## src/include/omc_params.svh

```systemverilog
`ifndef OMC_PARAMS_SVH
`define OMC_PARAMS_SVH

// ========================================
// register byte addresses
`define OMC_ADDR_MODE 12'h000
`define OMC_ADDR_POLARITY 12'h004
`define OMC_ADDR_IOSEL 12'h008
`define OMC_ADDR_STATUS 12'h00C

// ========================================
// field positions
`define OMC_SYNC_BIT 0
`define OMC_ARCH_BIT 1
`define OMC_STATUS_VALID_BIT 0
`define OMC_STATUS_MODE_LSB 1
`define OMC_STATUS_CELLREG_LSB 8

// ========================================
// reset values
`define OMC_SYNC_RESET 1'h0
`define OMC_ARCH_RESET 1'h0
`define OMC_POLARITY_RESET 8'h00
`define OMC_IOSEL_RESET 8'h00
`define OMC_CELLREG_RESET 8'h00

// ========================================
// cell geometry
`define OMC_CELLS 8
`define OMC_TERMS 8
`define OMC_OUTER_LOW 0
`define OMC_OUTER_HIGH 7
`define OMC_CENTRE_LOW 3
`define OMC_CENTRE_HIGH 4

`endif

```

## src/include/omc_pkg.sv

```systemverilog
package omc_pkg;

    // ========================================
    // global configuration modes
    typedef enum logic [1:0] {
        OMC_REGISTERED,
        OMC_COMPLEX,
        OMC_SIMPLE,
        OMC_INVALID
    } omc_mode_type;

    // ========================================
    // apb carriers
    typedef struct packed {
        logic psel;
        logic penable;
        logic pwrite;
        logic [11:0] paddr;
        logic [31:0] pwdata;
    } omc_apb_req_type;

    typedef struct packed {
        logic pready;
        logic [31:0] prdata;
        logic pslverr;
    } omc_apb_rsp_type;

    // ========================================
    // pin and array carriers
    typedef logic [7:0][7:0] omc_terms_type;

    typedef struct packed {
        logic [7:0] pinOut;
        logic [7:0] pinOutEnN;
        logic [7:0] feedback;
    } omc_cell_out_type;

    // ========================================
    // complete block state
    typedef struct packed {
        logic syncModeSelect;
        logic globalArchCtl;
        logic [7:0] polaritySelect;
        logic [7:0] cellIoSelect;
        logic [7:0] cellReg;
        logic clkPinPrev;
        omc_cell_out_type cells;
        omc_apb_rsp_type rsp;
    } omc_state_type;

endpackage

```

## src/omc_output_macrocell.sv

```systemverilog
// The implementer's own choices: register access over APB and the register offsets.
`timescale 1ns/1ps
`include "omc_params.svh"

// How it works
// RL1: three global modes, registered, complex, simple, chosen for all cells by two bits.
// RL2: configuration is two global bits plus sixteen per-cell bits, two per cell.
// RL3: each cell's polarity bit sets its output polarity in every mode.
// RL4: each cell's io select bit chooses its input/output use within the active mode.
// RL5: polarity zero gives an active-low output, one an active-high output.
// RL6: registered mode fixes clock pin and enable pin; neither feeds the array.
// RL7: all registered cells share the one clock pin and one enable pin.
// RL8: registered mode: each cell registered output or io, up to eight of either.
// RL9: registered mode: dedicated input or output is a restricted io cell.
// RL10: registered output sums eight terms; io cell sums seven.
// RL11: complex mode: clock and enable pins borrow outer cells' feedback slots.
// RL12: complex mode: six inner cells are io, two outer cells output only.
// RL13: complex mode: outer cells give no input path into the array.
// RL14: complex mode: seven terms for the sum, one term drives output enable.
// RL15: complex and simple modes: clock and enable pins are plain array inputs.
// RL16: sync one, arch one, io one: inner cells are combinational io.
// RL17: same settings: outer cells are combinational outputs without feedback.
// RL18: simple mode: each pin dedicated input or always-enabled combinational output.
// RL19: simple mode: outputs sum up to eight terms with per-cell polarity.
// RL20: simple mode: feedback goes through adjacent cell; centre cells have none.
// RL21: simple mode: the two centre cells cannot become inputs.
// RL22: simple is sync one, arch zero; io zero output, io one input.
// RL23: registered is sync zero, arch one; registers use pin enable, io term enable.
// RL24: registers capture term sum on shared clock rising edge, output through polarity.
module omc_output_macrocell (
    // clock and reset
    input wire logic clk,
    input wire logic rst,
    // register bus
    input omc_pkg::omc_apb_req_type apbReq,
    output omc_pkg::omc_apb_rsp_type apbRsp,
    // product terms from the and array, eight per cell
    input omc_pkg::omc_terms_type termIn,
    // device pins
    input wire logic clkPin,
    input wire logic oePinN,
    input wire logic [7:0] pinIn,
    // pins out and feedback into the array
    output omc_pkg::omc_cell_out_type cellOut
);
    import omc_pkg::*;

    // ========================================
    // state
    omc_state_type st;
    omc_state_type next_st;
    omc_mode_type mode;
    logic modeValid;
    logic clkRise;

    // ========================================
    // per-cell views, bit i belongs to cell i
    logic [7:0] sumAllVec;
    logic [7:0] sumSevenVec;
    logic [7:0] oeTermVec;
    logic [7:0] outerMask;
    logic [7:0] centreMask;
    logic [7:0] regNext;
    logic [7:0] regValue;
    logic [7:0] regOeOn;
    logic [7:0] regFeedback;
    logic [7:0] cplxValue;
    logic [7:0] cplxOeOn;
    logic [7:0] cplxFeedback;
    logic [7:0] simpValue;
    logic [7:0] simpOeOn;
    logic [7:0] simpFeedback;
    logic [7:0] selValue;
    logic [7:0] selOeOn;
    logic [7:0] selFeedback;
    logic [7:0] selCellReg;
    logic [7:0] polOut;
    logic [7:0] driveOffN;

    // ========================================
    // register bus decode
    logic accessPhase;
    logic accessDone;
    logic writeDone;
    logic addrHit;
    logic hitMode;
    logic hitPolarity;
    logic hitIoSel;
    logic hitStatus;
    logic writeMode;
    logic writePolarity;
    logic writeIoSel;
    logic [31:0] readData;
    logic [31:0] statusWord;
    omc_apb_rsp_type rspNext;

    assign apbRsp = st.rsp;
    assign cellOut = st.cells;

    // ========================================
    // mode decode
    always_comb begin
        // an unlisted combination disables every output rather than guessing a mode
        case ({st.syncModeSelect, st.globalArchCtl}) // RL1 RL2
            2'b01: mode = OMC_REGISTERED; // RL23
            2'b11: mode = OMC_COMPLEX; // RL16
            2'b10: mode = OMC_SIMPLE; // RL22
            default: mode = OMC_INVALID;
        endcase
        modeValid = (mode != OMC_INVALID); // RL1
    end

    // ========================================
    // shared clock pin
    // the clock pin is sampled, so a register edge lags the pin by one cycle
    assign clkRise = clkPin & ~st.clkPinPrev; // RL24

    // ========================================
    // term sums and cell position
    always_comb begin
        sumAllVec = 8'h00;
        sumSevenVec = 8'h00;
        oeTermVec = 8'h00;
        outerMask = 8'h00;
        centreMask = 8'h00;
        for (int i = 0; i < `OMC_CELLS; i++) begin
            // term 0 doubles as the enable term for registered-mode io cells and for every cell in complex mode
            sumAllVec[i] = |termIn[i]; // RL19
            sumSevenVec[i] = |termIn[i][`OMC_TERMS-1:1]; // RL10 RL14
            oeTermVec[i] = termIn[i][0]; // RL14
            outerMask[i] = (i == `OMC_OUTER_LOW) || (i == `OMC_OUTER_HIGH);
            centreMask[i] = (i == `OMC_CENTRE_LOW) || (i == `OMC_CENTRE_HIGH);
        end
    end

    // ========================================
    // registered mode: cell registers
    always_comb begin
        regNext = st.cellReg;
        for (int i = 0; i < `OMC_CELLS; i++) begin
            // io cells keep their stored bit so a later mode change finds it intact
            if (clkRise && !st.cellIoSelect[i]) begin
                regNext[i] = sumAllVec[i]; // RL24 RL7 RL10
            end
        end
    end

    // ========================================
    // registered mode: outputs and feedback
    always_comb begin
        regValue = 8'h00;
        regOeOn = 8'h00;
        regFeedback = 8'h00;
        for (int i = 0; i < `OMC_CELLS; i++) begin
            if (!st.cellIoSelect[i]) begin // RL4
                regValue[i] = regNext[i]; // RL8
                regOeOn[i] = ~oePinN; // RL6 RL7 RL23
                regFeedback[i] = regNext[i]; // RL8
            end else begin
                regValue[i] = sumSevenVec[i]; // RL10
                regOeOn[i] = oeTermVec[i]; // RL9 RL23
                regFeedback[i] = pinIn[i]; // RL6 RL8
            end
        end
    end

    // ========================================
    // complex mode view
    always_comb begin
        cplxValue = 8'h00;
        cplxOeOn = 8'h00;
        cplxFeedback = 8'h00;
        for (int i = 0; i < `OMC_CELLS; i++) begin
            cplxValue[i] = sumSevenVec[i]; // RL14
            cplxOeOn[i] = oeTermVec[i]; // RL14 RL16
            if (outerMask[i]) begin
                // outer slots carry the dedicated pins instead of own pins
                if (i == `OMC_OUTER_LOW) begin
                    cplxFeedback[i] = clkPin; // RL11 RL13 RL15 RL17
                end else begin
                    cplxFeedback[i] = ~oePinN; // RL11 RL13 RL15 RL17
                end
            end else begin
                cplxFeedback[i] = pinIn[i]; // RL12 RL16
            end
        end
    end

    // ========================================
    // simple mode view
    always_comb begin
        simpValue = 8'h00;
        simpOeOn = 8'h00;
        simpFeedback = 8'h00;
        for (int i = 0; i < `OMC_CELLS; i++) begin
            // the centre cells ignore their io bit and always drive
            if (centreMask[i] || !st.cellIoSelect[i]) begin
                simpValue[i] = sumAllVec[i]; // RL19 RL21
                simpOeOn[i] = 1'b1; // RL18 RL22
            end
            // outer slots carry the dedicated pins, the rest look at a neighbour
            if (i == `OMC_OUTER_LOW) begin
                simpFeedback[i] = clkPin; // RL15
            end else if (i == `OMC_OUTER_HIGH) begin
                simpFeedback[i] = ~oePinN; // RL15
            end else if (i <= `OMC_CENTRE_LOW) begin
                simpFeedback[i] = pinIn[i-1]; // RL20
            end else begin
                simpFeedback[i] = pinIn[i+1]; // RL20
            end
        end
    end

    // ========================================
    // mode select
    always_comb begin
        selValue = 8'h00;
        selOeOn = 8'h00;
        selFeedback = 8'h00;
        selCellReg = st.cellReg;
        case (mode)
            OMC_REGISTERED: begin
                selValue = regValue;
                selOeOn = regOeOn;
                selFeedback = regFeedback;
                selCellReg = regNext; // RL24
            end
            OMC_COMPLEX: begin
                selValue = cplxValue;
                selOeOn = cplxOeOn;
                selFeedback = cplxFeedback;
            end
            OMC_SIMPLE: begin
                selValue = simpValue;
                selOeOn = simpOeOn;
                selFeedback = simpFeedback;
            end
            default: begin
                // cell registers hold while no valid mode is set
                selCellReg = st.cellReg;
            end
        endcase
    end

    // ========================================
    // output stage: polarity and enable per cell
    always_comb begin
        polOut = 8'h00;
        driveOffN = 8'hFF;
        for (int i = 0; i < `OMC_CELLS; i++) begin
            if (st.polaritySelect[i]) begin
                polOut[i] = selValue[i]; // RL5
            end else begin
                polOut[i] = ~selValue[i]; // RL3 RL5
            end
            // enables are active low at the pad
            driveOffN[i] = ~selOeOn[i];
        end
    end

    // ========================================
    // register bus: address decode
    always_comb begin
        // whole-word compare, so an offset inside a word is unmapped
        hitMode = (apbReq.paddr == `OMC_ADDR_MODE);
        hitPolarity = (apbReq.paddr == `OMC_ADDR_POLARITY);
        hitIoSel = (apbReq.paddr == `OMC_ADDR_IOSEL);
        hitStatus = (apbReq.paddr == `OMC_ADDR_STATUS);
        addrHit = hitMode | hitPolarity | hitIoSel | hitStatus;
    end

    // ========================================
    // register bus: one wait state, writes land on the completing edge
    always_comb begin
        accessPhase = apbReq.psel & apbReq.penable;
        accessDone = accessPhase & st.rsp.pready;
        writeDone = accessDone & apbReq.pwrite;
        writeMode = writeDone & hitMode;
        writePolarity = writeDone & hitPolarity;
        writeIoSel = writeDone & hitIoSel;
    end

    // ========================================
    // status word, read only
    always_comb begin
        statusWord = 32'h0000_0000;
        statusWord[`OMC_STATUS_VALID_BIT] = modeValid;
        statusWord[`OMC_STATUS_MODE_LSB +: 2] = mode;
        statusWord[`OMC_STATUS_CELLREG_LSB +: 8] = st.cellReg;
    end

    // ========================================
    // read data
    always_comb begin
        readData = 32'h0000_0000;
        if (hitMode) begin
            readData[`OMC_SYNC_BIT] = st.syncModeSelect;
            readData[`OMC_ARCH_BIT] = st.globalArchCtl;
        end else if (hitPolarity) begin
            readData[7:0] = st.polaritySelect;
        end else if (hitIoSel) begin
            readData[7:0] = st.cellIoSelect;
        end else if (hitStatus) begin
            readData = statusWord;
        end
    end

    // ========================================
    // bus response: each field stands for one cycle only
    always_comb begin
        rspNext.pready = accessPhase & ~st.rsp.pready;
        rspNext.prdata = 32'h0000_0000;
        rspNext.pslverr = 1'b0;
        if (rspNext.pready) begin
            rspNext.prdata = apbReq.pwrite ? 32'h0000_0000 : readData;
            rspNext.pslverr = ~addrHit;
        end
    end

    // ========================================
    // next state
    always_comb begin
        next_st = st;
        next_st.clkPinPrev = clkPin;

        // cells
        next_st.cellReg = selCellReg;
        next_st.cells.pinOut = polOut;
        next_st.cells.pinOutEnN = driveOffN;
        next_st.cells.feedback = selFeedback;

        // bus
        next_st.rsp = rspNext;

        // a write to status is dropped quietly, without an error
        if (writeMode) begin
            next_st.syncModeSelect = apbReq.pwdata[`OMC_SYNC_BIT]; // RL2
            next_st.globalArchCtl = apbReq.pwdata[`OMC_ARCH_BIT]; // RL2
        end
        if (writePolarity) begin
            next_st.polaritySelect = apbReq.pwdata[7:0]; // RL2
        end
        if (writeIoSel) begin
            next_st.cellIoSelect = apbReq.pwdata[7:0]; // RL2
        end
    end

    // ========================================
    // state register
    always_ff @(posedge clk or posedge rst) begin
        if (rst) begin
            st.syncModeSelect <= `OMC_SYNC_RESET;
            st.globalArchCtl <= `OMC_ARCH_RESET;
            st.polaritySelect <= `OMC_POLARITY_RESET;
            st.cellIoSelect <= `OMC_IOSEL_RESET;
            st.cellReg <= `OMC_CELLREG_RESET;
            st.clkPinPrev <= 1'b0;
            st.cells.pinOut <= 8'h00;
            st.cells.pinOutEnN <= 8'hFF;
            st.cells.feedback <= 8'h00;
            st.rsp.pready <= 1'b0;
            st.rsp.prdata <= 32'h0000_0000;
            st.rsp.pslverr <= 1'b0;
        end else begin
            st <= next_st;
        end
    end

endmodule

```

## config.mk

```make
export PLATFORM = sky130hd
export DESIGN_NAME = omc_output_macrocell
export DESIGN_NICKNAME = d
export VERILOG_FILES = /design/src/include/omc_pkg.sv /design/src/omc_output_macrocell.sv
export VERILOG_INCLUDE_DIRS = /design/src /design/src/include
export SDC_FILE = /design/constraint.sdc
export NUM_CORES = 1
export LEC_CHECK = 0
export BUFFER_PORTS_ARGS = -buffer_cell sky130_fd_sc_hd__buf_2
export CORE_UTILIZATION = 51
export CTS_CLUSTER_DIAMETER = 50
export CTS_CLUSTER_SIZE = 20
export DETAILED_ROUTE_END_ITERATION = 10
export HOLD_SLACK_MARGIN = 0.12
export PLACE_DENSITY_LB_ADDON = 0.08
export SLEW_MARGIN = 20
export SYNTH_ARGS = -nofsm -noshare
export SYNTH_HDL_FRONTEND = slang
export SYNTH_SLANG_ARGS = --single-unit
```

## constraint.sdc

```tcl
create_clock -name clk -period 3.1 [get_ports clk]
set_clock_uncertainty 0.1 [all_clocks]
set_input_delay 0.155 -clock clk [delete_from_list [all_inputs] [get_ports clk]]
set_output_delay 0.155 -clock clk [all_outputs]
set_load 0.02 [all_outputs]
```

# Word-level counts from Yosys, hierarchy flattened
# Index checks and enable logic that the tools add are counted.
[op_classes]
eq_ne = 9
muxes = 65
bitwise = 31
reduce_logical = 34
[ops]
columns = ["op", "count"]
rows = [
  ["$pmux W8 S3", 3],
  ["$reduce_or A8 Y1", 8],
  ["$reduce_or A7 Y1", 8],
  ["$mux W1", 52],
  ["$mux W33", 1],
  ["$mux W32", 1],
  ["$mux W8", 4],
  ["$mux W30", 1],
  ["$eq A12 B4 Y1 const B", 2],
  ["$not A1 Y1", 20],
  ["$mux W16", 1],
  ["$eq A12 B3 Y1 const B", 1],
  ["$logic_not A12 Y1", 1],
  ["$and A1 B1 Y1", 8],
  ["$logic_and A1 B1 Y1", 8],
  ["$logic_not A1 Y1", 8],
  ["$eq A2 B2 Y1 const B", 3],
  ["$pmux W2 S3", 1],
  ["$eq A2 B1 Y1 const B", 2],
  ["$or A1 B1 Y1", 3],
  ["$logic_not A2 Y1", 1],
  ["$mux W2", 1],
  ["$ne A2 B2 Y1 const B", 1],
]
[word_totals]
register_bits = 85
input_bits = 123
wordCells = 151

# Logic depth before layout (Yosys ltp)
# Gate-level depths: netlist (run 1).
[depth]
depth_word = 9
depth_mapped = 9

# Worst setup path after synthesis (run 1)
# OpenSTA, ideal clock, no wires.
[synth_path]
kind = "register -> register"
startpoint = "register st[84] (netlist bit)"
endpoint = "register st[60] (netlist bit)"
arrival_time_ns = 1.651
t_required_ns = 2.918
slack_ns = 1.267
path_stages_with_launch = 9
n_path_buf = 2
period_less_slack_ns = 1.833
cell_sequence = "dfrtp_1 > inv_1 > ha_1 > clkbuf_1 > clkbuf_1 > nand2_1 > nor2_1 > nor2_1 > a31oi_1"
[synth_between]
elab_chain_len = 3
[synth_rtl]
columns = ["item", "line", "text"]
rows = [
  ["from (decl)", "omc_output_macrocell.sv:50", "omc_state_type st;"],
  ["from (signal assigned)", "omc_output_macrocell.sv:365", "st <= next_st;"],
  ["$eq A2 B2 Y1 / $eq A2 B1 Y1 (equally long branches)", "omc_output_macrocell.sv:104", "case ({st.syncModeSelect, st.globalArchCtl})"],
  ["$pmux W2 S3 (*)", "omc_output_macrocell.sv:104", ""],
  ["$logic_not A2 Y1 (*)", "omc_output_macrocell.sv:221", "case (mode)"],
]
# Every way passes the cells marked *; elsewhere a longest branch is shown, timed or not.
# A chain may end at the register's enable or synchronous reset.

==> impl_results.md, run 1 <==
* Outcome: complete, no violations
* Vias in the first global route at 3,509
* GRT Util Overall at 0.258
* # DRC at 0
* FMAX at 383 MHz
* Min Tclk post-route at 2.61 ns
* ANT nets after route at 0
* WL per Instance at 14.9 µm
* GP Congestion at 0.900
* Skew-Pair Late Insertion Delay at 0.34 ns
* Asr flop ratio synth at 1.00
* Final setup fails at 0
* Area of the multi-input gates at 1740 µm²
* Mapped Area at 4010 µm²
* #FFs+latches synth at 69
* Port Buffers at 140
* Die area at 8220 µm²
* Critical path peak fanout at 9
* Max-slew violation count at 0
* Worst Setup End Kind: flip-flop
* WP data arrival at 2.79 ns
* Initial Utilization at 0.541
* Layout cell share with drive strength beyond 1 at 0.320
* CTS max path bufs at 2
* Path category of the worst min-delay check: in2reg
* WL final at 10.1 mm
* N_diodes at 0
* CTS clk-pin slew, worst paths at 0.07 ns
* Core footprint at 7410 µm²
* Power consumption at 0.00182 W
* Critical path cell sequence: dlygate4sd3_1, buf_2, nor2_1, dlygate4sd3_1, nand3_2, or4_1, nor2_4, and2_1
* Post-CTS setup buffers at 0
* Worst IR Drop VDD at 0.214 mV
* Most frequent cells in the layout: buf_2, dfrtp_1, nor2_1
* Commonest non-fill, non-tap cell in the layout: buf_2
* Register area at 1740 µm²
* Initial DRC count at 212
* Root Driver: clkbuf_8
* Seq/Total Area, Yosys at 0.433
* CTS tree: built
* Setup total negative slack at 0 ns
* Hold WS at 0.138 ns
* Worst Path Required at 3.27 ns
* Layout area overhead at 24.9%
* Top delay family on crit path: simple AND/OR/NAND/NOR gates
* Relative slew slack at 0.479
* Post-synth EDFFs at 0
* TritonCTS buffer count at 9
* Post-DP HPWL at 7.19 mm
* Largest net degree at the start of global routing at 36
* Final period utilization at 0.843
* Die width at 90.6 µm
* Util after Layout at 0.676
* CTS Sinks at 69
* Hold_buf cts at 39
* Synth area leader: dfrtp_1
* Initial antenna violation count at 0
* Fillers at 625
* Placed Area at 4420 µm²
* Critical path's most frequent cell: dlygate4sd3_1
* Via count at 3,618
* First-pass detailed-route iteration total at 6
* Final hold violations at 0
* Die Ht at 90.6 µm
* First-pass GRT wire length at 16.6 mm
* Post-CTS sizing at 0
* Ports at 181
* Leak at 2.37 nW
* Startpoint Class: input port
* Yosys warning count at 0
* Std-Cell Rows at 31
* Ys flop type: dfrtp_1
* Syn avg cell area at 9.15 µm²
* RSZ-0062 raised after global routing: no
* WP buf/inv at 3
* Synth area leaders: dfrtp_1, buf_4, dfstp_2
* Slowest-stage cell, CP: or4_1
* Maxcap violations at 0
* H-tree depth at 3
* Post-synth top area share at 0.381
* Post-Layout Inst Area at 5010 µm²
* Cells after synthesis at 438
* CP peak stage delay at 0.70 ns
* Worst slew pin tran at 0.781 ns
* Nets at 697
* Distinct cells, synth at 55
* Critical path type: in2reg
* Pwr/cell area at 363 nW/µm²
* Vias per inst at 5.37
* GR Overflow Total at 0
## cell type report
cell class                      count  share of cell area
Clock buffer                       13              0.0297
Clock inverter                      3             0.00900
Inverter                           17              0.0127
Multi-Input combinational cell    288               0.348
Sequential cell                    69               0.347
Tap cell                           99              0.0247
Timing Repair Buffer              185               0.229
## worst reg2reg max path: cells and delay by family (launching register included)
| family | cells | cell delay, ns |
|---|---|---|
| AO/OA/AOI/OAI | 1 | 0.12 |
| adder cells (fa/ha/maj) | 1 | 0.16 |
| buffers and inverters | 3 | 0.88 |
| flip-flops | 1 | 0.44 |
| AND/OR/NAND/NOR | 3 | 0.59 |
## where the power goes
group / leakage (nW) / internal [W] / switching, W
Combinational: 1.41 / 0.0000882 / 0.0000995
Sequential: 0.875 / 0.000903 / 0.00000134
Clock: 0.0899 / 0.000395 / 0.000330
Total: 2.37 / 0.00139 / 0.000431
## metrics by stage
stage / std cells / setup slack (ns)
global route: 674 / 0.337
CTS: 674 / 0.505
detailed placement: 619 / 0.966
global placement: 619 / 0.974
floorplan: 453 / 1.12
finish: 674 / 0.486
## path summary, 6_finish.rpt
check                      cells past startpoint        from  slack, ns          end
hold reg to reg                                1  apbRsp[33]       0.39   apbRsp[33]
min in group asynchronous                      3         rst       0.40       st[78]
setup reg to reg                               8      st[84]       0.76       st[60]
max in group asynchronous                      4         rst       1.79  cellOut[13]
hold / removal                                 3      oePinN       0.14   cellOut[7]
setup / recovery                               8  apbReq[42]       0.49   apbRsp[14]
## routing by layer
metal,global-route usage,share of wire,up-vias
li1,-,-,1705
met1,0.327,0.41,1709
met2,0.432,0.50,186
met3,0.0455,0.065,18
met4,0.113,0.023,0
met5,0,0,-
## registers in the layout (all words and copies together), names as in the netlist
register,cells
apbRsp,18
cellOut,24
st,27
## synth_stat cells, types with 9 or more instances
master / instances
o21ai_0: 18
dfrtp_1: 61
a21oi_1: 35
nor4_1: 9
and2_1: 10
nand2_1: 35
nor2_1: 51
a22oi_1: 12
inv_1: 16
buf_4: 59
nor3_1: 9
clkbuf_1: 14
## cell families (layout without fill, tap and decap cells)
family | count (synthesis) | in the layout | share of synthesized area
mux | 17 | 17 | 0.0471
xor+xnor | 8 | 8 | 0.0175
flops | 69 | 69 | 0.433
simple gates | 139 | 139 | 0.172
fa+ha+maj | 4 | 4 | 0.0125
compound gates | 104 | 104 | 0.170
other cells | 1 | 16 | 0.000936
buf+inv | 96 | 218 | 0.146
No activity file was read; power rests on OpenSTA's default activity.
==> inputs of run 2 (changes only) <==
Settings changed: ABC_AREA from default to 1, CORE_UTILIZATION 51 to 49.
Clock period 3.1 ns to 2.71 ns, I/O delays scaled along.
==> run 2 against run 1 <==
  * Sequential cell count stayed put
  * Synthesized area is 6.8% higher
  * Non-clock buffer count is 7 lower
  * Worst setup slack worse by 0.29 ns
  * Final area is 4.0% higher
  * Combinational power is 54% higher
  * Power is 16% higher
  * Die area is 11% higher
  * Wire length is 10% higher
  * Largest power group unchanged
  * Highest routed layer unchanged
==> impl_results.md, run 2 <==
* Path category of the worst min-delay check: in2reg
* Outcome: complete, no violations
* Via count at 4,185
* Gr busiest metal: met2
* Post-synth top area share at 0.357
* FF-to-FF Start: st[84]
* Internal power at 0.00151 W
* Worst IR Drop VDD at 0.246 mV
* Core footprint at 8340 µm²
* Port Buffers at 140
* Distinct cells, synth at 32
* Initial Utilization at 0.513
* CTS clk-pin slew, worst paths at 0.08 ns
* Die Ht at 95.5 µm
* Seq/Total Area, Yosys at 0.406
* GR Overflow Total at 0
* Commonest cells in the netlist: nand2_1, nor2_1, dfrtp_1
* Sw Ratio at 0.285
* Worst Hold End: st[66]
* Most frequent cells in the layout: buf_2, nand2_1, nor2_1
* Crit path launch: st[84]
* Commonest non-fill, non-tap cell in the layout: buf_2
* Maxcap violations at 0
* P_sw at 0.000599 W
* WL final at 11.1 mm
* First-pass GRT wire length at 17.7 mm
* Flop pwr share at 0.500
* Post-synth EDFFs at 0
* Layout area overhead at 21.6%
* Placed Area at 4700 µm²
* Asr flop ratio synth at 1.00
* Final period utilization at 0.926
* GP Congestion at 0.877
* Clk pwr share at 0.362
* Pwr/cell area at 405 nW/µm²
* Relative slew slack at 0.491
* Met3 usage at 0.0383
* Fillers at 775
* Mapped Area at 4280 µm²
* WL per Instance at 13.4 µm
* Most frequent cell after synthesis: nand2_1
* Hold WS at 0.139 ns
* N_diodes at 0
* FF-to-FF setup slack at 0.20 ns
* CTS max path bufs at 2
* GRT Util Overall at 0.258
* Layout cell share with drive strength beyond 1 at 0.257
* Leak at 2.74 nW
* Worst slew pin tran at 0.762 ns
* Final setup fails at 0
* Ports at 181
* Worst Setup Slack, final at 0.201 ns
* Post-DP HPWL at 7.84 mm
* Ys flop type: dfrtp_1
* Logic pwr share at 0.138
* Vias in the first global route at 3,825
* Critical path peak fanout at 12
* Hold Path Origin: termIn[58]
* Critical path type: reg2reg
* Cells after synthesis at 593
* Synth area leaders: dfrtp_1, nand2_1, buf_4
* Post-CTS setup buffers at 0
* Yosys warning count at 0
* Worst Setup End Kind: flip-flop
* # DRC at 0
* WP data arrival at 2.70 ns
* CTS Sinks at 69
* R2r worst-path depth at 6
* Std-Cell Rows at 33
* Syn avg cell area at 7.22 µm²
* Reg with most FFs: st
* Largest net degree at the start of global routing at 37
* CTS tree: built
* Post-Layout Inst Area at 5210 µm²
* Setup total negative slack at 0 ns
* TritonCTS buffer count at 9
* RSZ-0062 raised after global routing: no
* Final hold violations at 0
* Initial antenna violation count at 0
* Worst Path Required at 2.90 ns
* Vias per inst at 5.03
* Synth area leader: dfrtp_1
* Reg2reg end: cellOut[6]
* Nets at 849
* ANT nets after route at 0
* Die area at 9110 µm²
* Max-slew violation count at 0
* Startpoint Class: flip-flop
* Initial DRC count at 230
* Root Driver: clkbuf_8
* Met1 Usage GRT at 0.319
* FMAX at 398 MHz
* Worst hold stages at 5
* H-tree depth at 3
* First-pass detailed-route iteration total at 5
* #FFs+latches synth at 69
* Setup Slack @ Placement at 0.639 ns
* GR Util met2 at 0.441
* Skew-Pair Late Insertion Delay at 0.36 ns
* Min Tclk post-route at 2.51 ns
* Die width at 95.5 µm
* Largest register FFs at 27
[run 2: layout make-up]
cell class,instances,area [µm²],area share
sequential,69,1740,0.334
tap,105,131,0.0252
multi-input combinational,404,1860,0.357
clock inverter,7,50.0,0.00961
clock buffer,9,124,0.0238
inverter,60,225,0.0433
timing repair buffer,178,1080,0.208
[run 2: cells by family (layout without fill, tap and decap cells)]
family	count (synthesis)	in the layout	share of synthesized area
other	1	16	0.000876
AO/OA/AOI/OAI	112	112	0.149
AND/OR/NAND/NOR	272	272	0.259
buffers and inverters	135	254	0.173
adder cells (fa/ha/maj)	4	4	0.0117
flip-flops	69	69	0.406
[run 2: power groups by stage]
stage	Combinational [W]	Sequential [W]	Clock (W)
final	0.000290	0.00105	0.000763
after global routing	0.000325	0.00106	0.000821
after CTS	0.000289	0.00105	0.000780
after detailed placement	0.000252	0.00107	0
after global placement	0.000248	0.00107	0
after floorplan	0.000171	0.00107	0
[run 2: how the worst max path moves through the flow]
| stage | endpoint | slack [ns] | cells after the start |
|---|---|---|---|
| floorplan | apbRsp[0] | 0.75 | 1 |
| global placement | cellOut[19] | 0.64 | 7 |
| detailed placement | cellOut[19] | 0.64 | 7 |
| CTS | cellOut[6] | 0.26 | 6 |
| global route | cellOut[6] | 0.09 | 6 |
| finish | cellOut[6] | 0.20 | 6 |
[run 2: metal layers]
layer	routed length, µm	vias up	part of all wire
li1	-	2070	-
met1	4690	1924	0.42
met2	5430	166	0.49
met3	641	25	0.058
met4	343	0	0.031
met5	0	-	0
[run 2: worst max-delay path, stage by stage, from the launching register on]
cell	delay [ns]
dfrtp_1	0.42
ha_1	0.52
inv_1	0.38
o21ai_0	0.24
inv_1	0.05
a21oi_1	0.16
dlygate4sd3_1	0.56
[run 2: what timing repair did]
| item | 4_1_cts | 5_1_grt |
|---|---|---|
| gates resized for setup | 0 | 0 |
| hold buffers | 33 | 0 |
| hold endpoints to repair | 71 | 0 |
[run 2: through the flow]
| stage | power, W | std cells | util |
|---|---|---|---|
| 6_report | 0.00211 | 832 | 0.624 |
| 2_1_floorplan | 0.00124 | 608 | - |
| 4_1_cts | 0.00212 | 832 | 0.624 |
| 3_5_place_dp | 0.00133 | 783 | 0.564 |
| 3_3_place_gp | 0.00132 | 783 | 0.564 |
| 5_1_grt | 0.00220 | 832 | 0.624 |
==> inputs of run 3 (changes only) <==
Settings changed: PLACE_DENSITY from default to 0.83, PLACE_DENSITY_LB_ADDON 0.08 to default, SLEW_MARGIN 20 to 40.
==> run 3 against run 2 <==
  * Sequential power barely moved
  * First-iteration DRC count fell by 19%
  * Register-to-register slack improved by 0.08 ns
  * Final area barely moved
  * Die area did not move
  * Via count rose by 1.9%
  * Worst hold slack improved by 0.029 ns
  * Critical path depth did not move
  * Global-route usage fell by 0.25 points
  * Sequential cell count did not move
==> impl_results.md, run 3 (synthesized netlist as in run 2, its figures left out) <==
* Initial DRC count at 186
* Via count at 4,263
* Worst Setup End Kind: flip-flop
* Die width at 95.5 µm
* DP Cell Count at 784
* Startpoint Class: flip-flop
* Final setup fails at 0
* Most frequent cells in the layout: buf_2, nand2_1, nor2_1
* Setup total negative slack at 0 ns
* Slowest-stage cell, CP: dlygate4sd3_1
* Pwr/cell area at 430 nW/µm²
* Die area at 9110 µm²
* N_diodes at 0
* Commonest non-fill, non-tap cell in the layout: buf_2
* Leak at 2.75 nW
* Outcome: complete, no violations
* Fillers at 738
* Util after Layout at 0.624
* Relative slew slack at 0.605
* Post-DP HPWL at 8.20 mm
* Core footprint at 8340 µm²
* Critical path type: reg2reg
* CTS max path bufs at 2
* Vias per inst at 5.14
* Post-CTS setup buffers at 0
* CTS clk-pin slew, worst paths at 0.07 ns
* Critical path's most frequent cell: inv_1
* Top delay family on crit path: buffers and inverters
* Skew-Pair Late Insertion Delay at 0.34 ns
* CP peak stage delay at 0.56 ns
* Worst IR Drop VDD at 0.242 mV
* Worst slew pin tran at 0.591 ns
* WP data arrival at 2.60 ns
* WP buf/inv at 3
* Die Ht at 95.5 µm
* GR Overflow Total at 0
* H-tree depth at 3
* Critical path peak fanout at 12
* Setup Slack @ Placement at 0.699 ns
* Reg with most FFs: st
* Final period utilization at 0.895
* Critical path cell sequence: ha_1, inv_1, o22ai_1, inv_1, a21oi_1, dlygate4sd3_1
* CTS Sinks at 69
* Largest register FFs at 27
* # DRC at 0
* TritonCTS buffer count at 9
* GP Congestion at 0.914
* Layout area overhead at 21.6%
* Layout cell share with drive strength beyond 1 at 0.257
* Min Tclk post-route at 2.43 ns
* FF-to-FF Start: st[84]
* First-pass detailed-route iteration total at 5
* Std-Cell Rows at 33
* ANT nets after route at 0
* Ports at 181
* Max-slew violation count at 0
* GRT Util Overall at 0.255
* Root Driver: clkbuf_8
* Finished Layout Cells at 830
* FMAX at 412 MHz
* Initial Utilization at 0.513
* CTS tree: built
* WL final at 11.2 mm
* Worst Path Required at 2.89 ns
* Crit path launch: st[84]
* Vias in the first global route at 4,133
* Hold Path Origin: termIn[26]
* Largest net degree at the start of global routing at 36
* Final hold violations at 0
* First-pass GRT wire length at 17.8 mm
* RSZ-0062 raised after global routing: no
* Port Buffers at 140
* Path category of the worst min-delay check: in2reg
* Maxcap violations at 0
* Worst Setup Slack, final at 0.283 ns
* Initial antenna violation count at 0
* WL per Instance at 13.5 µm
* Nets at 847
==> run 3: cell count changes in the layout (fill, tap and decap cells not counted), sizes merged <==
| cell | change |
|---|---|
| buf | +1 |
| bufinv | +2 |
| clkbuf | +2 |
| clkinvlp | -3 |
| dlygate4sd3 | -3 |
| inv | -1 |
==> run 3: cell type report <==
cell class | count | area, µm² | share of cell area
flip-flops and latches | 69 | 1740 | 0.334
inverters | 60 | 225 | 0.0433
repair buffers | 176 | 1050 | 0.201
multi-input cells | 404 | 1860 | 0.357
well taps | 105 | 131 | 0.0252
clock buffers | 11 | 131 | 0.0252
clock inverters | 5 | 75.1 | 0.0144
==> run 3: what timing repair did <==
item                                   in CTS  in global routing
gates resized for setup                     0                  0
hold buffers                               30                  0
endpoints found under the hold margin      99                  0
==> run 3: routing by layer <==
layer  vias up  track usage  share of wire  routed length (µm)
li1       2070            -              -                   -
met1      1951        0.287           0.39                4360
met2       215        0.465           0.50                5670
met3        27       0.0463          0.078                 873
met4         0        0.118          0.030                 334
met5         -            0              0                   0
==> run 3: through the flow <==
stage / hold slack (ns) / power (W) / instance area [µm²]
after floorplan: 0.0669 / 0.00124 / 4340
after global placement: 0.167 / 0.00132 / 4700
after detailed placement: 0.173 / 0.00133 / 4700
after CTS: 0.136 / 0.00226 / 5200
after global routing: 0.187 / 0.00234 / 5200
final: 0.168 / 0.00224 / 5200
==> run 3: path summary, 6_finish.rpt <==
path                               end  cells after the start  slack, ns
min in group asynchronous  cellOut[22]                      4       0.34
hold reg to reg                 st[76]                      2       0.42
setup reg to reg            cellOut[5]                      6       0.28
setup / recovery            cellOut[5]                      6       0.28
max in group asynchronous  cellOut[10]                      4       1.81
hold / removal                  st[62]                      5       0.17
==> run 3: power by group <==
part           internal, W  switching, W  total, W
Clock             0.000515      0.000382  0.000897
Combinational     0.000122      0.000165  0.000287
Sequential         0.00105    0.00000583   0.00106
Total              0.00169      0.000553   0.00224
==> run 3: worst min-delay path: cells and delay by family <==
| kind | cells | cell delay [ns] |
|---|---|---|
| and+or+nand+nor | 2 | 0.11 |
| AOI/OAI and AO/OA | 2 | 0.25 |
| buffers and inverters | 1 | 0.07 |
